### src/core/rom_pkg.sv
// shared constants for the data-memory controller and its core-side driver
package rom_pkg;
	// array geometry
	localparam int         MEM_BYTES  = 2048;
	localparam int         ADDR_W     = 11;
	localparam int         PAGE_BYTES = 16;
	localparam logic [3:0] PAGE_LAST  = 4'hF;
	localparam logic [3:0] NIB_ONE    = 4'h1;
	localparam logic [7:0] BYTE_ZERO  = 8'h00;

	// link locations: bit 8 is the sector, bits 7..0 the offset
	localparam logic [8:0] ADDR_LOW_LOC  = 9'h020;
	localparam logic [8:0] ADDR_HIGH_LOC = 9'h021;
	localparam logic [8:0] DATA_LOC      = 9'h022;
	localparam logic [7:0] CTRL_OFS      = 8'h40;
	localparam logic [7:0] CTRL_SECTOR   = 8'h01;
	localparam logic [8:0] CTRL_LOC      = 9'h140;

	// control register layout
	localparam int         CTS_BIT         = 7;
	localparam int         WIPE_PERMIT_BIT = 6;
	localparam int         WIPE_START_BIT  = 5;
	localparam int         MODE_BIT        = 4;
	localparam int         PROG_PERMIT_BIT = 3;
	localparam int         PROG_START_BIT  = 2;
	localparam int         READ_PERMIT_BIT = 1;
	localparam int         READ_START_BIT  = 0;
	localparam logic [7:0] CTRL_RESET      = 8'h00;

	// cycle times, in microseconds, counted on the sub-clock
	localparam int SUB_CLK_HZ    = 32000;
	localparam int WIPE_US_SHORT = 3200;
	localparam int PROG_US_SHORT = 2200;
	localparam int WIPE_US_LONG  = 3700;
	localparam int PROG_US_LONG  = 3000;
	localparam int TIMER_W       = 8;
	localparam logic [TIMER_W-1:0] WIPE_TICKS_SHORT =
		TIMER_W'((WIPE_US_SHORT * SUB_CLK_HZ + 999999) / 1000000);
	localparam logic [TIMER_W-1:0] PROG_TICKS_SHORT =
		TIMER_W'((PROG_US_SHORT * SUB_CLK_HZ + 999999) / 1000000);
	localparam logic [TIMER_W-1:0] WIPE_TICKS_LONG =
		TIMER_W'((WIPE_US_LONG * SUB_CLK_HZ + 999999) / 1000000);
	localparam logic [TIMER_W-1:0] PROG_TICKS_LONG =
		TIMER_W'((PROG_US_LONG * SUB_CLK_HZ + 999999) / 1000000);
	localparam logic [TIMER_W-1:0] TIMER_ONE = 8'h01;

	// driver register map (byte addresses)
	localparam logic [3:0] CMD_OFS    = 4'h0;
	localparam logic [3:0] ARG_OFS    = 4'h4;
	localparam logic [3:0] STATUS_OFS = 4'h8;
	localparam int         CMD_MODE_BIT = 4;
	localparam int         CMD_CTS_BIT  = 5;

	// driver command codes
	localparam logic [2:0] OP_SET_ADDR  = 3'h1;
	localparam logic [2:0] OP_LOAD_DATA = 3'h2;
	localparam logic [2:0] OP_READ      = 3'h3;
	localparam logic [2:0] OP_PROG      = 3'h4;
	localparam logic [2:0] OP_WIPE      = 3'h5;
endpackage

### src/core/rom_link.sv
// special-register link between the core-side driver and the controller
`timescale 1ns/1ps
interface rom_link;
	logic [8:0] addr;     // sector and offset, or pointer value
	logic       indirect; // access goes through the indirect port
	logic       wr;       // write strobe, one cycle
	logic       rd;       // read strobe, one cycle
	logic [7:0] wdata;    // write byte
	logic [7:0] rdata;    // read byte, valid the cycle after rd
	logic       done;     // pulse when a timed cycle ends

	// core side drives the accesses
	modport core (
		output addr,
		output indirect,
		output wr,
		output rd,
		output wdata,
		input  rdata,
		input  done
	);

	// controller side answers them
	modport dev (
		input  addr,
		input  indirect,
		input  wr,
		input  rd,
		input  wdata,
		output rdata,
		output done
	);
endinterface

### src/core/rom_host.sv
// core-side driver: Avalon-MM command registers to link accesses
//
// Chosen here: the Avalon-MM register port.
`timescale 1ns/1ps
module rom_host
	import rom_pkg::*;
(
	// clock and reset
	input  wire logic        clk,
	input  wire logic        rst,
	// sub-clock stable pin
	input  wire logic        sub_stable,
	// Avalon-MM slave
	input  wire logic [3:0]  avs_address,
	input  wire logic        avs_read,
	input  wire logic        avs_write,
	input  wire logic [31:0] avs_writedata,
	output logic [31:0]      avs_readdata,
	output logic             avs_waitrequest,
	// link to the controller
	rom_link.core            link
);

	// sequencer states, gray along the usual path
	typedef enum logic [2:0] {
		H_IDLE  = 3'b000,
		H_LOAD  = 3'b001,
		H_WR1   = 3'b011,
		H_WR2   = 3'b010,
		H_POLL  = 3'b110,
		H_PWAIT = 3'b111,
		H_DRD   = 3'b101,
		H_DWAIT = 3'b100
	} h_state_t;

	// whole driver state
	typedef struct packed {
		h_state_t    state;     // sequencer
		logic [2:0]  op;        // command in progress
		logic        mode;      // page mode requested
		logic        cts;       // long cycle times requested
		logic [10:0] arg;       // address or data argument
		logic [7:0]  result;    // last byte read
		logic        done_flag; // sticky completion
		logic        refused;   // sticky refusal
		logic        ws;        // waitrequest
		logic [31:0] rdata;     // bus read answer
		logic [7:0]  ptr_lo;    // pointer low byte
		logic [7:0]  ptr_hi;    // pointer high byte
		logic [8:0]  lk_addr;   // link address
		logic        lk_ind;    // link indirect flag
		logic        lk_wr;     // link write strobe
		logic        lk_rd;     // link read strobe
		logic [7:0]  lk_wdata;  // link write byte
		logic [8:0]  w2_addr;   // second write address
		logic        w2_ind;    // second write indirect
		logic [7:0]  w2_data;   // second write byte
		logic        two;       // second write pending
		logic [1:0]  stab_sync; // stable-pin synchroniser
	} host_state_t;

	host_state_t st_reg;   // registered state
	host_state_t st_next;  // next state
	logic [7:0]  base;     // control byte without permit/start
	logic [7:0]  mask;     // start bit to poll for
	logic [8:0]  ptr_loc;  // location the pointer names
	logic        timed_op; // command needs polling

	// next-state logic
	always_comb begin
		st_next = st_reg;
		st_next.lk_wr = 1'b0;
		st_next.lk_rd = 1'b0;
		st_next.stab_sync = {st_reg.stab_sync[0], sub_stable};
		ptr_loc = {st_reg.ptr_hi[0], st_reg.ptr_lo};
		base = CTRL_RESET;
		base[CTS_BIT] = st_reg.cts;
		base[MODE_BIT] = st_reg.mode;
		mask = CTRL_RESET;
		case (st_reg.op)
			OP_READ: mask[READ_START_BIT] = 1'b1;
			OP_PROG: mask[PROG_START_BIT] = 1'b1;
			OP_WIPE: mask[WIPE_START_BIT] = 1'b1;
			default: mask = CTRL_RESET;
		endcase
		timed_op = mask != CTRL_RESET;

		// bus slave: answer prepared, then taken with waitrequest low
		if ((avs_read || avs_write) && st_reg.ws) begin
			st_next.ws = 1'b0;
			case (avs_address)
				CMD_OFS: st_next.rdata = {24'h0, 2'b00, st_reg.cts,
					st_reg.mode, 1'b0, st_reg.op};
				ARG_OFS: st_next.rdata = {21'h0, st_reg.arg};
				STATUS_OFS: st_next.rdata = {16'h0, st_reg.result, 5'h00,
					st_reg.refused, st_reg.done_flag,
					st_reg.state != H_IDLE};
				default: st_next.rdata = 32'h0;
			endcase
		end else begin
			st_next.ws = 1'b1;
			if (avs_write && avs_address == ARG_OFS) begin
				st_next.arg = avs_writedata[10:0];
			end
			// commands while busy are ignored
			if (avs_write && avs_address == CMD_OFS
				&& st_reg.state == H_IDLE) begin
				st_next.op = avs_writedata[2:0];
				st_next.mode = avs_writedata[CMD_MODE_BIT];
				st_next.cts = avs_writedata[CMD_CTS_BIT];
				st_next.done_flag = 1'b0;
				st_next.refused = 1'b0;
				// timed cycles need a stable sub-clock
				if ((avs_writedata[2:0] == OP_PROG
					|| avs_writedata[2:0] == OP_WIPE)
					&& !st_reg.stab_sync[1]) begin
					st_next.refused = 1'b1;
				end else if (avs_writedata[2:0] >= OP_SET_ADDR
					&& avs_writedata[2:0] <= OP_WIPE) begin
					// pointer names the control location
					st_next.ptr_lo = CTRL_OFS;
					st_next.ptr_hi = CTRL_SECTOR;
					st_next.state = H_LOAD;
				end
			end
		end

		// sequencer
		case (st_reg.state)
			// idle: keep the state that a command write chose above
			H_IDLE: st_next.two = 1'b0;
			H_LOAD: begin
				// control reached through pointer
				st_next.lk_wr = 1'b1;
				st_next.lk_ind = 1'b1;
				st_next.lk_addr = ptr_loc;
				st_next.w2_ind = 1'b1;
				st_next.w2_addr = ptr_loc;
				st_next.two = 1'b1;
				st_next.state = H_WR1;
				case (st_reg.op)
					OP_SET_ADDR: begin
						st_next.lk_ind = 1'b0;
						st_next.lk_addr = ADDR_LOW_LOC;
						st_next.lk_wdata = st_reg.arg[7:0];
						st_next.w2_ind = 1'b0;
						st_next.w2_addr = ADDR_HIGH_LOC;
						st_next.w2_data = {5'h00, st_reg.arg[10:8]};
					end
					// mode bit first, so page loads reach the buffer
					OP_LOAD_DATA: begin
						st_next.lk_wdata = base;
						st_next.w2_ind = 1'b0;
						st_next.w2_addr = DATA_LOC;
						st_next.w2_data = st_reg.arg[7:0];
					end
					// read permit before read start
					OP_READ: begin
						st_next.lk_wdata = base | 8'h02;
						st_next.w2_data = base | 8'h03;
					end
					// program permit, then start
					OP_PROG: begin
						st_next.lk_wdata = base | 8'h08;
						st_next.w2_data = base | 8'h0C;
					end
					// wipe permit, then start
					default: begin
						st_next.lk_wdata = base | 8'h40;
						st_next.w2_data = base | 8'h60;
					end
				endcase
			end
			H_WR1, H_WR2: begin
				// second write in the very next cycle
				if (st_reg.state == H_WR1 && st_reg.two) begin
					// each write raises one new bit
					st_next.lk_wr = 1'b1;
					st_next.lk_ind = st_reg.w2_ind;
					st_next.lk_addr = st_reg.w2_addr;
					st_next.lk_wdata = st_reg.w2_data;
					st_next.state = H_WR2;
				end else if (timed_op) begin
					st_next.lk_rd = 1'b1;
					st_next.lk_ind = 1'b1;
					st_next.lk_addr = ptr_loc;
					st_next.state = H_POLL;
				end else begin
					st_next.state = H_IDLE;
				end
			end
			H_POLL: st_next.state = H_PWAIT;
			H_PWAIT: begin
				// wait for the start bit to fall
				if ((link.rdata & mask) != CTRL_RESET) begin
					st_next.lk_rd = 1'b1;
					st_next.state = H_POLL;
				end else if (st_reg.op == OP_READ) begin
					st_next.lk_rd = 1'b1;
					st_next.lk_ind = 1'b0;
					st_next.lk_addr = DATA_LOC;
					st_next.state = H_DRD;
				end else begin
					st_next.state = H_IDLE;
				end
			end
			H_DRD: st_next.state = H_DWAIT;
			H_DWAIT: begin
				st_next.result = link.rdata;
				st_next.state = H_IDLE;
			end
			default: st_next.state = H_IDLE;
		endcase

		// completion from the controller wins over a clear
		if (link.done) begin
			st_next.done_flag = 1'b1;
		end
	end

	// state register
	always_ff @(posedge clk) begin
		if (rst) begin
			st_reg <= '0;
			st_reg.ws <= 1'b1;
		end else begin
			st_reg <= st_next;
		end
	end

	// outputs straight from the state flops
	assign avs_readdata = st_reg.rdata;
	assign avs_waitrequest = st_reg.ws;
	assign link.addr = st_reg.lk_addr;
	assign link.indirect = st_reg.lk_ind;
	assign link.wr = st_reg.lk_wr;
	assign link.rd = st_reg.lk_rd;
	assign link.wdata = st_reg.lk_wdata;

endmodule

### src/flat_wrapper.sv
// flat-port wrapper written by rule: the top's interface ports become plain ports
module rom_host_flat import rom_pkg::*;
  (clk, rst, sub_stable, avs_address, avs_read, avs_write, avs_writedata, avs_readdata, avs_waitrequest, link_addr, link_indirect, link_wr, link_rd, link_wdata, link_rdata, link_done);
  rom_link link_i ();
  input  wire logic clk;
  input  wire logic rst;
  input  wire logic sub_stable;
  input  wire logic [3:0] avs_address;
  input  wire logic avs_read;
  input  wire logic avs_write;
  input  wire logic [31:0] avs_writedata;
  output logic [31:0] avs_readdata;
  output logic avs_waitrequest;
  output wire logic [$bits(link_i.addr)-1:0] link_addr;
  output wire logic [$bits(link_i.indirect)-1:0] link_indirect;
  output wire logic [$bits(link_i.wr)-1:0] link_wr;
  output wire logic [$bits(link_i.rd)-1:0] link_rd;
  output wire logic [$bits(link_i.wdata)-1:0] link_wdata;
  input wire logic [$bits(link_i.rdata)-1:0] link_rdata;
  input wire logic [$bits(link_i.done)-1:0] link_done;
  assign link_addr = link_i.addr;
  assign link_indirect = link_i.indirect;
  assign link_wr = link_i.wr;
  assign link_rd = link_i.rd;
  assign link_wdata = link_i.wdata;
  assign link_i.rdata = link_rdata;
  assign link_i.done = link_done;
  rom_host u_core (.clk(clk), .rst(rst), .sub_stable(sub_stable), .avs_address(avs_address), .avs_read(avs_read), .avs_write(avs_write), .avs_writedata(avs_writedata), .avs_readdata(avs_readdata), .avs_waitrequest(avs_waitrequest), .link(link_i));
endmodule
### config.mk
export PLATFORM = sky130hd
export DESIGN_NAME = rom_host_flat
export DESIGN_NICKNAME = d
export VERILOG_FILES = /design/src/core/rom_pkg.sv /design/src/core/rom_link.sv /design/src/core/rom_host.sv /design/src/flat_wrapper.sv
export SDC_FILE = /design/constraint.sdc
export NUM_CORES = 1
export LEC_CHECK = 0
export BUFFER_PORTS_ARGS = -buffer_cell sky130_fd_sc_hd__buf_4
export CAP_MARGIN = 20
export CORE_ASPECT_RATIO = 1.1
export CORE_MARGIN = 2
export CORE_UTILIZATION = 45
export DETAILED_ROUTE_END_ITERATION = 8
export GPL_TIMING_DRIVEN = 1
export HOLD_SLACK_MARGIN = 0.1
export PLACE_DENSITY = 0.7
export SLEW_MARGIN = 40
export SYNTH_ARGS = -nofsm -noshare
export SYNTH_HDL_FRONTEND = slang
export SYNTH_SLANG_ARGS = --single-unit
### constraint.sdc
create_clock -name clk -period 2.88 [get_ports clk]
set_clock_uncertainty 0.15 [all_clocks]
set_input_delay 0 -clock clk [delete_from_list [all_inputs] [get_ports clk]]
set_output_delay 0 -clock clk [all_outputs]
set_load 0.005 [all_outputs]
Word-level counts from Yosys, hierarchy flattened
Cells that the tools add are included.

Bitwise logic cells: 3. Equality and inequality tests: 23. Reduce and logical (&&, ||, !) cells: 29. Mux-type cells: 37. Order comparisons: 2.

Operator list (number): $pmux W8 S4 (2); $mux W10 (5); $pmux W16 S3 (1); $pmux W10 S3 (1); $eq A3 B3 Y1 const B (8); $pmux W10 S2 (1); $mux W19 (1); $mux W3 (6); $pmux W3 S6 (1); $mux W8 (2); $pmux W8 S2 (1); $reduce_bool A8 Y1 (2); $ne A7 B7 Y1 const B (2); $reduce_bool A7 Y1 (2); $eq A3 B2 Y1 const B (4); $reduce_and A4 Y1 (3); $mux W11 (1); $mux W1 (10); $and A8 B6 Y8 (1); $reduce_and A2 Y1 (4); $logic_and A1 B1 Y1 (7); $eq A3 B1 Y1 const B (2); $pmux W1 S2 (3); $reduce_bool A2 Y1 (3); other kinds (15) (21).

Flip-flop bits (word level): 104. Output and inout port bits: 53. Bits of input ports: 50.

Logic depth before layout (Yosys ltp)
Gate-level depths: netlist (run 1).

Word-level depth: 7. Mapped depth: 7. Depth with buffers taken out: 4.

Worst setup path after synthesis (run 1)
OpenSTA, ideal clock, no wires.

Kind: register to register. From: register u_core.st_reg[115] (netlist name). To: register u_core.st_reg, in the netlist u_core.link.addr[5]. Setup slack: 1.107 ns. Stages on the path, launching flop included: 5. Period minus slack after synthesis: 1.773 ns. Arrival: 1.552 ns. Path buffers: 0. Cell sequence: dfxtp_1 nand3b_2 o32a_1 or4_1 a21oi_1.

Word-level cells in the longest chain between the ends: 6. Elaborated cells between the ends (all ways): 16. Those cells by class: 7 x eq/ne; 5 x mux; 1 x bitwise; 3 x reduce/logical.

RTL lines: start, declared (line rom_host.sv:62) `host_state_t st_reg;`; start signal, assigned (line rom_host.sv:227) `st_reg <= st_next;`; $eq A3 B2 Y1 / $eq A3 B3 Y1 (equally long branches) (line rom_host.sv:80, rom_host.sv:198); $mux W1 (line rom_host.sv:80) `case (st_reg.op)`; $and A8 B6 Y8 (line rom_host.sv:195) `if ((link.rdata & mask) != CTRL_RESET) begin`; $reduce_bool A8 Y1 (line rom_host.sv:195); $ne A2 B2 Y1 (no line); $reduce_and A4 Y1 (no line).

Several ways; a longest one is shown, not always the timed one. A chain may end at the register's enable or synchronous reset.

Worst setup path in the final report (run 1)
From: input avs_address[0]. To: register u_core.st_reg[108] (netlist name).

Word-level cells in the longest chain between the ends: 3.

RTL lines: start, declared (line flat_wrapper.sv:8) `input wire logic [3:0] avs_address;`; $eq A4 B3 Y1 (line rom_host.sv:102) `if (avs_write && avs_address == ARG_OFS) begin`; $logic_and A1 B1 Y1 (line rom_host.sv:102); $reduce_and A2 Y1 (no line).

Every way passes these cells.

==> summary.md, run 1 <==
| Metric | Value |
|---|---|
| Flop2flop setup slack | `330 ps` |
| Drc violations | `0` |
| WL per Instance | `14.54 um` |
| Final hold violations | `0` |
| WP data required | `3030 ps` |
| Sequential area share after synthesis | `0.4109` |
| Status | `complete, no violations` |
| CTS Root Cell | `clkbuf_8` |
| R2R Path Start | `u_core.avs_waitrequest$_SDFF_PP1_` |
| TritonCTS Buffers | `9` |
| RD Place Congestion | `0.8578` |
| Htree depth | `3` |
| Peak supply drop | `0.0002482 V` |
| MaxCap Viol Count | `0` |
| Cells on worst reg2reg path | `6` |
| Final HPWL DP | `5.995 mm` |
| Initial drt markers | `181` |
| Count of pins over their slew limit | `0` |
| Post-synthesis async set-or-reset flop share | `0` |
| Leakage | `1.891 nW` |
| Vias | `3388` |
| CTS tree | `yes` |
| Final setup TNS | `0 ps` |
| Startpoint types | `input pin` |
| Adder-cell share of the synthesized area | `0` |
| Die X | `91.62 um` |
| Slew HR | `0.4750` |
| Min-Delay Path Class | `flip-flop to flip-flop` |
| Worst-Skew Late Latency | `360 ps` |
| Antenna-violating nets left | `0` |
| Worst hold start | `u_core.st_next[1]$_SDFF_PP0_` |
| Reg clk slew, reported paths | `80 ps` |
| Fin nets | `574` |
| IO Count | `103` |
| Share of cells above drive strength 1 | `0.1796` |
| Fmax | `0.3906 GHz` |
| Num Clock Sinks | `78` |
| Minimum clock period | `2560 ps` |
| Tot Pwr | `2.188 mW` |
| Via density | `5.294` |
| Ys flop type | `dfxtp_1` |
| DIE HEIGHT | `100.4 um` |
| Multiplexer share of the synthesized area | `0.05631` |
| Hold-critical path depth | `1` |
| Post-synth EDFFs | `0` |
| Synthesized area | `3800 um^2` |
| Yosys top cell by area | `dfxtp_1` |
| Synth area leaders | `dfxtp_1 (41%), buf_4 (9.7%), a21oi_1 (6.5%), nor2_1 (4.8%), mux2i_1 (4.7%)` |
| Number of global-route vias before repair | `3159` |
| Placed Cells | `570` |
| Post-Synthesis Cells | `452` |
| Post-synthesis register bit count | `78` |
| Core Area | `8277 um^2` |
| Commonest non-fill, non-tap cell in the layout | `dfxtp_1` |
| Crit path cell chain | `dlygate4sd3_1 > buf_4 > nor4b_4 > buf_4 > dlygate4sd3_1 > nand3_1 > a21oi_1 > dlygate4sd3_1` |
| Most frequent cells in the layout | `dfxtp_1 (78), buf_4 (68), dlygate4sd3_1 (54)` |
| Finished Layout Cells | `640` |
| Initial antenna violation count | `0` |
| I/O Buffers | `61` |
| Worst-case hold path end point | `u_core.st_reg[1]$_SDFF_PP0_` |
| Starting density of the core | `0.4591` |
| DRT Pass-1 Iters | `5` |
| Die area | `9196 um^2` |
| Synth Area in Simple Gates | `0.2015` |
| Setup Fix Bufs, Post-CTS | `0` |
| Crit Path Category | `input pin to flip-flop` |
| Crit. End Element | `flip-flop` |
| Crit share post-route | `0.8889` |
| First-pass GRT wire length | `15.41 mm` |
| Setup violators final | `0` |
| Area growth syn-to-layout | `26.57%` |
| Max stage delay on crit path | `720 ps` |
| GRT Residual Overflow | `0` |
| Xor/xnor share of the synthesized area | `0.002305` |
| Clk buf depth | `2` |
| Largest family of logic cells by synthesized area | `simple AND/OR/NAND/NOR gates` |
| Slowest cell on the critical path | `dlygate4sd3_1` |
| Row count | `35` |
| Synth warnings | `0` |
| Total GRT Usage | `0.2112` |
| Crit path max fanout | `8` |
| Crit path arrival time | `2710 ps` |
| Number of flip-flops in the largest register | `42` |
| RSZ-0062 raised after global routing | `no` |
| N_diodes | `0` |
| Largest net degree at the start of global routing | `77` |
| RR Endpoint | `u_core.st_reg[108]$_SDFFE_PP0P_` |
| Compound-Gate Fraction of Synth Area | `0.1920` |
| Worst slew pin tran | `787.5 ps` |
| Avg Cell Area, Syn | `8.407 um^2` |
| DRT Wirelength | `9.304 mm` |
| Cell mode on critical path | `dlygate4sd3_1` |
| PwrDens | `454.9 nW/um^2` |
| Synth cell types | `50` |
| Layout fillers | `731` |
| Area share of the largest cell type after synthesis | `0.4109` |
-- metal layers --
| layer | GRT usage | vias to the layer above | share of wire |
|---|---|---|---|
| li1 | - | 1667 | - |
| met1 | 0.2725 | 1586 | 0.44 |
| met2 | 0.3439 | 118 | 0.49 |
| met3 | 0.03153 | 17 | 0.047 |
| met4 | 0.1084 | 0 | 0.025 |
| met5 | 0 | - | 0 |
-- report_power, final --
part	leakage [nW]	switching, mW	internal (mW)	total (mW)
clock network	0.120	0.394	0.558	0.952
logic	1.14	0.0744	0.0724	0.147
registers	0.629	0.00588	1.08	1.09
-- cell usage after synthesis, types with 3 or more instances --
library cell / number
a211oi_1: 12
a21oi_1: 49
a22o_1: 3
a22oi_1: 13
a311oi_1: 5
buf_2: 5
buf_4: 49
clkbuf_1: 25
dfxtp_1: 78
inv_1: 7
mux2_2: 3
mux2i_1: 18
nand2_1: 35
nand2b_1: 8
nand3_1: 15
nand3b_1: 4
nor2_1: 49
nor2b_1: 10
nor3_1: 4
nor4b_1: 5
o211a_1: 3
o211ai_1: 4
o21ai_0: 12
or3_1: 4
-- logic make-up (layout without fill, tap and decap cells) --
family | after synthesis | in the layout
AO/OA/AOI/OAI | 114 | 114
buffers and inverters | 87 | 145
flip-flops | 78 | 78
AND/OR/NAND/NOR | 150 | 150
XOR/XNOR | 1 | 1
multiplexers | 21 | 21
other | 1 | 20
-- per-stage QoR --
stage          utilization  worst slack (ps)  instance area (um^2)  hold slack, ps
2_1_floorplan            -              1107                  3871          -61.07
3_3_place_gp        0.4869             697.3                  4030           66.06
3_5_place_dp        0.4875             676.7                  4035           68.33
4_1_cts             0.5811             394.3                  4810           297.2
5_1_grt             0.5811             186.4                  4810           327.3
6_report            0.5811             320.1                  4810           295.1
-- repair_timing --
action | 4_1_cts | 5_1_grt
endpoints found under the hold margin | 66 | 0
resized for setup | 0 | 0
hold buffers | 54 | 0
-- worst max-delay path, delay by kind of cell --
| family | cells | cell delay, ps |
|---|---|---|
| compound gates | 1 | 140 |
| simple gates | 2 | 370 |
| buf+inv | 5 | 2200 |
-- worst max path at each step --
stage,slack [ps],to,startpoint,depth (start not counted)
3_3_place_gp,700,u_core.link.addr[1]$_SDFFE_PP0P_,u_core.st_reg[115]$_SDFFE_PP0P_,4
3_5_place_dp,680,u_core.link.addr[1]$_SDFFE_PP0P_,u_core.st_reg[115]$_SDFFE_PP0P_,4
5_1_grt,190,u_core.st_reg[95]$_SDFFE_PP0P_,u_core.st_reg[118]$_SDFFE_PP0P_,5
2_1_floorplan,1110,u_core.link.addr[5]$_SDFFE_PP0P_,u_core.st_reg[115]$_SDFFE_PP0P_,4
4_1_cts,390,u_core.st_reg[108]$_SDFFE_PP0P_,u_core.avs_waitrequest$_SDFF_PP1_,6
6_report,320,u_core.st_reg[108]$_SDFFE_PP0P_,avs_address[0],8
-- area by class of cell --
cell class	count	area, um^2	area share
multi-input cells	306	1798	0.3738
inverters	7	26.28	0.005463
repair buffers	122	1051	0.2185
clock inverters	3	65.06	0.01353
clock buffers	13	168.9	0.03512
well taps	111	138.9	0.02888
flip-flops and latches	78	1562	0.3247
Note: power is estimated with default switching activity, not from simulation.
==> run 2: changes to the inputs <==
--- a/config.mk
+++ b/config.mk
@@ -5,6 +5,7 @@
 export SDC_FILE = /design/constraint.sdc
 export NUM_CORES = 1
 export LEC_CHECK = 0
+export ABC_AREA = 1
 export BUFFER_PORTS_ARGS = -buffer_cell sky130_fd_sc_hd__buf_4
 export CAP_MARGIN = 20
 export CORE_ASPECT_RATIO = 1.1
@@ -13,8 +14,7 @@
 export DETAILED_ROUTE_END_ITERATION = 8
 export GPL_TIMING_DRIVEN = 1
 export HOLD_SLACK_MARGIN = 0.1
-export PLACE_DENSITY = 0.7
-export SLEW_MARGIN = 40
+export PLACE_DENSITY = 0.71
 export SYNTH_ARGS = -nofsm -noshare
 export SYNTH_HDL_FRONTEND = slang
 export SYNTH_SLANG_ARGS = --single-unit
==> run 2 against run 1 <==
  * Design area decreased by 6.8%
  * Combinational power grew 16%
  * Die area is 4.0% lower
  * Critical path type unchanged
  * Critical endpoint is now u_core.st_reg[110]$_SDFFE_PP0P_
==> summary.md, run 2 <==
| Metric | Value |
|---|---|
| DRT Wirelength | `9.031 mm` |
| WHS | `255.6 ps` |
| Fmax | `0.3640 GHz` |
| Clk buf depth | `2` |
| Reg power frac | `0.523` |
| Synth area leaders | `dfxtp_1 (43%), buf_4 (10%), nand2_1 (9.9%), o21ai_0 (8.7%), a21oi_1 (8.4%)` |
| First-pass GRT wire length | `15.03 mm` |
| Antenna-violating nets left | `0` |
| Reg clk slew, reported paths | `80 ps` |
| Peak supply drop | `0.0003564 V` |
| Ys flop type | `dfxtp_1` |
| Synth cell types | `26` |
| Number of flip-flops in the largest register | `42` |
| GRT Residual Overflow | `0` |
| Crit path max fanout | `22` |
| DIE HEIGHT | `98.36 um` |
| Worst hold start | `u_core.st_next[1]$_SDFF_PP0_` |
| N_diodes | `0` |
| Starting density of the core | `0.4628` |
| Count of pins over their slew limit | `0` |
| TritonCTS Buffers | `9` |
| Worst slew pin tran | `793.7 ps` |
| Synth warnings | `0` |
| I/O Buffers | `61` |
| Final HPWL DP | `6.021 mm` |
| Crit share post-route | `0.9538` |
| Num Clock Sinks | `78` |
| Finished Layout Cells | `690` |
| Synthesized area | `3642 um^2` |
| Crit path arrival time | `2840 ps` |
| Post-synthesis async set-or-reset flop share | `0` |
| Leakage | `1.957 nW` |
| Slew HR | `0.4689` |
| Min-Delay Path Class | `flip-flop to flip-flop` |
| Commonest cells in the netlist | `nand2_1 (96), dfxtp_1 (78), o21ai_0 (63), a21oi_1 (61), nor2_1 (55)` |
| Worst-Skew Late Latency | `350 ps` |
| Post-Synthesis Cells | `511` |
| Number of global-route vias before repair | `3248` |
| WL per Instance | `13.09 um` |
| Initial antenna violation count | `0` |
| PwrDens | `470.3 nW/um^2` |
| MaxCap Viol Count | `0` |
| WP data required | `2970 ps` |
| RD Place Congestion | `0.8772` |
| Area share of the largest cell type after synthesis | `0.4287` |
| CTS tree | `yes` |
| Cells on worst reg2reg path | `8` |
| Die area | `8830 um^2` |
| Setup Fix Bufs, Post-CTS | `0` |
| Setup violators final | `0` |
| Most frequent cells in the layout | `nand2_1 (96), dfxtp_1 (78), buf_4 (66)` |
| Startpoint types | `input pin` |
| Post-synth EDFFs | `0` |
| Flop2flop setup slack | `370 ps` |
| Top-count cell post-synth | `nand2_1` |
| Placed Cells | `635` |
| Final Util | `0.5693` |
| Status | `complete, no violations` |
| Switch share | `0.2288` |
| RR Endpoint | `u_core.st_reg[110]$_SDFFE_PP0P_` |
| Via density | `4.932` |
| Total GRT Usage | `0.2086` |
| Die X | `89.78 um` |
| Fin nets | `627` |
| IO Count | `103` |
| Hold-critical path depth | `2` |
| Row count | `34` |
| Clock Power Share | `0.396` |
| Share of cells above drive strength 1 | `0.1564` |
| Final setup TNS | `0 ps` |
| Crit. End Element | `flip-flop` |
| Final hold violations | `0` |
| Initial drt markers | `155` |
| Core Area | `7870 um^2` |
| Drc violations | `0` |
| CTS Root Cell | `clkbuf_8` |
| Vias | `3403` |
| Largest net degree at the start of global routing | `34` |
| R2R Path Start | `u_core.avs_waitrequest$_SDFF_PP1_` |
| Post-synthesis register bit count | `78` |
| Minimum clock period | `2747 ps` |
| Int Power | `1.625 mW` |
| RSZ-0062 raised after global routing | `no` |
| Area growth syn-to-layout | `23.02%` |
| DRT Pass-1 Iters | `5` |
| Htree depth | `3` |
| Commonest non-fill, non-tap cell in the layout | `nand2_1` |
| Yosys top cell by area | `dfxtp_1` |
| Sequential area share after synthesis | `0.4287` |
| Crit Path Category | `input pin to flip-flop` |
| Share of power burned in combinational logic | `0.081` |
| Switching power total | `0.4822 mW` |
| Worst-case hold path end point | `u_core.st_reg[1]$_SDFF_PP0_` |
| Avg Cell Area, Syn | `7.128 um^2` |
-- run 2: cell count changes after synthesis, moves of 13 or more --
cell,delta
mux2i_1,-18
a22oi_1,-13
nand2_1,+61
clkbuf_1,-14
o21ai_0,+51
inv_1,+35
-- run 2: timing repair --
item / 4_1_cts / 5_1_grt
hold endpoints to repair: 62 / 0
hold buffers: 38 / 0
gates resized for setup: 0 / 1
setup endpoints to repair: 0 / 1
-- run 2: critical path, cell delays in order --
cell and delay [ps]:
dlygate4sd3_1 540, buf_4 130, nor2_1 160, nand2_1 120, nor2_2 200, nand3_1 90
buf_4 210, o21ai_0 180, dlygate4sd3_1 580, a21oi_1 50, dlygate4sd3_1 570
-- run 2: kinds of logic after synthesis --
kind of cell	Yosys count	synth area share
buffers and inverters	114	0.1711
and+or+nand+nor	181	0.2034
other	1	0.001030
DFF	78	0.4287
AOI/OAI and AO/OA	137	0.1958
-- run 2: power groups by stage --
stage               registers, mW  logic, mW  clock network (mW)
global route                 1.10      0.187               0.903
finish                       1.10      0.170               0.835
CTS                          1.10      0.165               0.849
detailed placement           1.13      0.129                   0
global placement             1.13      0.127                   0
floorplan                    1.13     0.0979                   0
-- run 2: routing by layer --
| layer | share of wire | GRT usage |
|---|---|---|
| met1 | 0.44 | 0.2599 |
| met4 | 0.028 | 0.09822 |
| met3 | 0.048 | 0.03704 |
| met5 | 0 | 0 |
| met2 | 0.49 | 0.3526 |
-- run 2: layout make-up --
class	count	area, um^2
fillers	752	3390
inverters	45	172.7
flip-flops and latches	78	1562
clock buffers	13	158.9
repair inverters	1	5.005
clock inverters	3	42.54
multi-input cells	338	1529
repair buffers	104	875.8
well taps	108	135.1
-- run 2: worst max-delay path by stage --
| stage | from | endpoint | slack (ps) | cells after the start |
|---|---|---|---|---|
| floorplan | u_core.st_reg[116]$_SDFFE_PP0P_ | u_core.st_reg[92]$_SDFFE_PP0P_ | 1490 | 6 |
| global placement | u_core.st_reg[116]$_SDFFE_PP0P_ | u_core.ptr_loc[6]$_SDFFE_PP0P_ | 1080 | 7 |
| detailed placement | u_core.st_reg[114]$_SDFFE_PP0P_ | u_core.link.wdata[7]$_SDFFE_PP0P_ | 1040 | 8 |
| CTS | rst | u_core.st_reg[110]$_SDFFE_PP0P_ | 80 | 8 |
| global route | avs_address[1] | u_core.st_reg[110]$_SDFFE_PP0P_ | 5 | 11 |
| finish | avs_address[1] | u_core.st_reg[110]$_SDFFE_PP0P_ | 130 | 11 |
-- run 2: per-stage QoR --
stage / area, um^2 / power, mW / setup slack (ps)
detailed placement: 3890 / 1.256 / 1038
global placement: 3890 / 1.254 / 1081
finish: 4481 / 2.107 / 133.1
CTS: 4472 / 2.115 / 79.92
global route: 4481 / 2.195 / 4.920
floorplan: 3714 / 1.223 / 1487
==> run 3: changes to the inputs <==
--- a/config.mk
+++ b/config.mk
@@ -15,6 +15,7 @@
 export GPL_TIMING_DRIVEN = 1
 export HOLD_SLACK_MARGIN = 0.1
 export PLACE_DENSITY = 0.71
+export RECOVER_POWER = 50
 export SYNTH_ARGS = -nofsm -noshare
 export SYNTH_HDL_FRONTEND = slang
 export SYNTH_SLANG_ARGS = --single-unit
==> run 3 against run 2 <==
  * Core utilization is 0.19 points lower
  * Final cell count did not move
  * Sequential share of layout area up 0.12 points
  * First-iteration DRC count grew 15%
  * Design area is 0.34% lower
  * Critical path type unchanged
==> summary.md, run 3 (synthesis results as in run 2) <==
| Metric | Value |
|---|---|
| MaxCap Viol Count | `0` |
| Initial antenna violation count | `0` |
| Leakage | `1.931 nW` |
| Worst-case hold path end point | `u_core.st_reg[1]$_SDFF_PP0_` |
| Global routing usage on met1 | `0.2599` |
| Worst hold start | `u_core.st_next[1]$_SDFF_PP0_` |
| Largest net degree at the start of global routing | `34` |
| Setup Fix Bufs, Post-CTS | `0` |
| Initial drt markers | `179` |
| Htree depth | `3` |
| Share of cells above drive strength 1 | `0.1478` |
| Cells on worst reg2reg path | `8` |
| Crit path cell chain | `dlygate4sd3_1 > clkbuf_4 > nor2_1 > nand2_1 > nor2_2 > nand3_1 > buf_4 > o21ai_0 > dlygate4sd3_1 > a21oi_1 > dlygate4sd3_1` |
| RR Endpoint | `u_core.st_reg[110]$_SDFFE_PP0P_` |
| Place WS | `1038 ps` |
| Final hold violations | `0` |
| Min-Delay Path Class | `flip-flop to flip-flop` |
| Tot Pwr | `2.106 mW` |
| Row count | `34` |
| GRT Residual Overflow | `0` |
| Core Area | `7870 um^2` |
| Via density | `4.972` |
| Crit. End Element | `flip-flop` |
| Crit Path Category | `input pin to flip-flop` |
| Final HPWL DP | `6.021 mm` |
| Most frequent cells in the layout | `nand2_1 (97), dfxtp_1 (78), o21ai_0 (64)` |
| Max stage delay on crit path | `580 ps` |
| Flop2flop setup slack | `360 ps` |
| Busiest grt layer | `met2` |
| Fmax | `0.3648 GHz` |
| Crit path arrival time | `2830 ps` |
| Number of global-route vias before repair | `3248` |
| WP data required | `2970 ps` |
| Crit share post-route | `0.9519` |
| Minimum clock period | `2742 ps` |
| WL per Instance | `13.10 um` |
| Peak supply drop | `0.0003554 V` |
| Register area | `1562 um^2` |
| Die area | `8830 um^2` |
| CTS Root Cell | `clkbuf_8` |
| RSZ-0062 raised after global routing | `no` |
| Vias | `3431` |
| N_diodes | `0` |
| IO Count | `103` |
| TritonCTS Buffers | `9` |
| PwrDens | `471.7 nW/um^2` |
| RD Place Congestion | `0.8772` |
| DIE HEIGHT | `98.36 um` |
| I/O Buffers | `61` |
| Starting density of the core | `0.4628` |
| First-pass GRT wire length | `15.03 mm` |
| Die X | `89.78 um` |
| Slowest cell on the critical path | `dlygate4sd3_1` |
| Hold-critical path depth | `2` |
| Total GRT Usage | `0.2086` |
| Drc violations | `0` |
| Count of pins over their slew limit | `0` |
| Number of flip-flops in the largest register | `42` |
| Setup violators final | `0` |
| Clk buf depth | `2` |
| Antenna-violating nets left | `0` |
| Layout fillers | `754` |
| Worst-Skew Late Latency | `350 ps` |
| Multi-input logic area | `1521 um^2` |
| Final setup TNS | `0 ps` |
| Fin nets | `627` |
| WHS | `257.9 ps` |
| Num Clock Sinks | `78` |
| Final WS setup | `138.5 ps` |
| CTS tree | `yes` |
| Area growth syn-to-layout | `22.60%` |
| Status | `complete, no violations` |
| DRT Pass-1 Iters | `5` |
| DRT Wirelength | `9.038 mm` |
| M3 GR Usage | `0.03704` |
| R2R Path Start | `u_core.avs_waitrequest$_SDFF_PP1_` |
| Reg clk slew, reported paths | `80 ps` |
| Commonest non-fill, non-tap cell in the layout | `nand2_1` |
| GR Util met2 | `0.3526` |
| Cell mode on critical path | `dlygate4sd3_1` |
| Slew HR | `0.4673` |
| Startpoint types | `input pin` |
| Worst slew pin tran | `796.2 ps` |
| Crit path max fanout | `22` |
==> run 3: how the worst max path moves through the flow <==
stage,start,slack (ps),depth (start not counted),to
after floorplan,u_core.st_reg[116]$_SDFFE_PP0P_,1490,6,u_core.st_reg[92]$_SDFFE_PP0P_
after global placement,u_core.st_reg[116]$_SDFFE_PP0P_,1080,7,u_core.ptr_loc[6]$_SDFFE_PP0P_
after detailed placement,u_core.st_reg[114]$_SDFFE_PP0P_,1040,8,u_core.link.wdata[7]$_SDFFE_PP0P_
after CTS,rst,80,8,u_core.st_reg[110]$_SDFFE_PP0P_
after global routing,avs_address[1],5,11,u_core.st_reg[110]$_SDFFE_PP0P_
final,avs_address[1],140,11,u_core.st_reg[110]$_SDFFE_PP0P_
==> run 3: per-layer routing <==
layer  vias up  share of wire
li1       1729              -
met1      1559           0.43
met2       120           0.48
met3        23          0.061
met4         0          0.032
met5         -              0
==> run 3: through the flow <==
stage / std cells / utilization / area (um^2)
3_5_place_dp: 635 / 0.4943 / 3890
4_1_cts: 689 / 0.5682 / 4472
5_1_grt: 690 / 0.5674 / 4466
6_report: 690 / 0.5674 / 4466
2_1_floorplan: 530 / - / 3714
3_3_place_gp: 635 / 0.4943 / 3890
==> run 3: critical path: cells and delay by family <==
kind	cells	cell delay [ps]
buf+inv	5	2030
compound gates	2	220
simple gates	4	570
==> run 3: area by class of cell <==
cell class | count | area share
Clock buffer | 13 | 0.03558
Clock inverter | 3 | 0.009526
Inverter | 45 | 0.03867
Multi-Input combinational cell | 338 | 0.3407
Sequential cell | 78 | 0.3497
Tap cell | 108 | 0.03026
Timing Repair Buffer | 104 | 0.1945
Timing Repair inverter | 1 | 0.001121
==> run 3: power by group <==
| part | leakage, nW | total, mW | switching [mW] | internal [mW] |
|---|---|---|---|---|
| Clock | 0.0996 | 0.835 | 0.388 | 0.448 |
| Sequential | 0.631 | 1.10 | 0.00824 | 1.09 |
| Combinational | 1.20 | 0.169 | 0.0863 | 0.0825 |
==> run 3: what timing repair did <==
action / CTS / global route
hold endpoints to repair: 62 / 0
hold buffers: 38 / 0
setup endpoints to repair: 0 / 1
gates resized for setup: 0 / 1
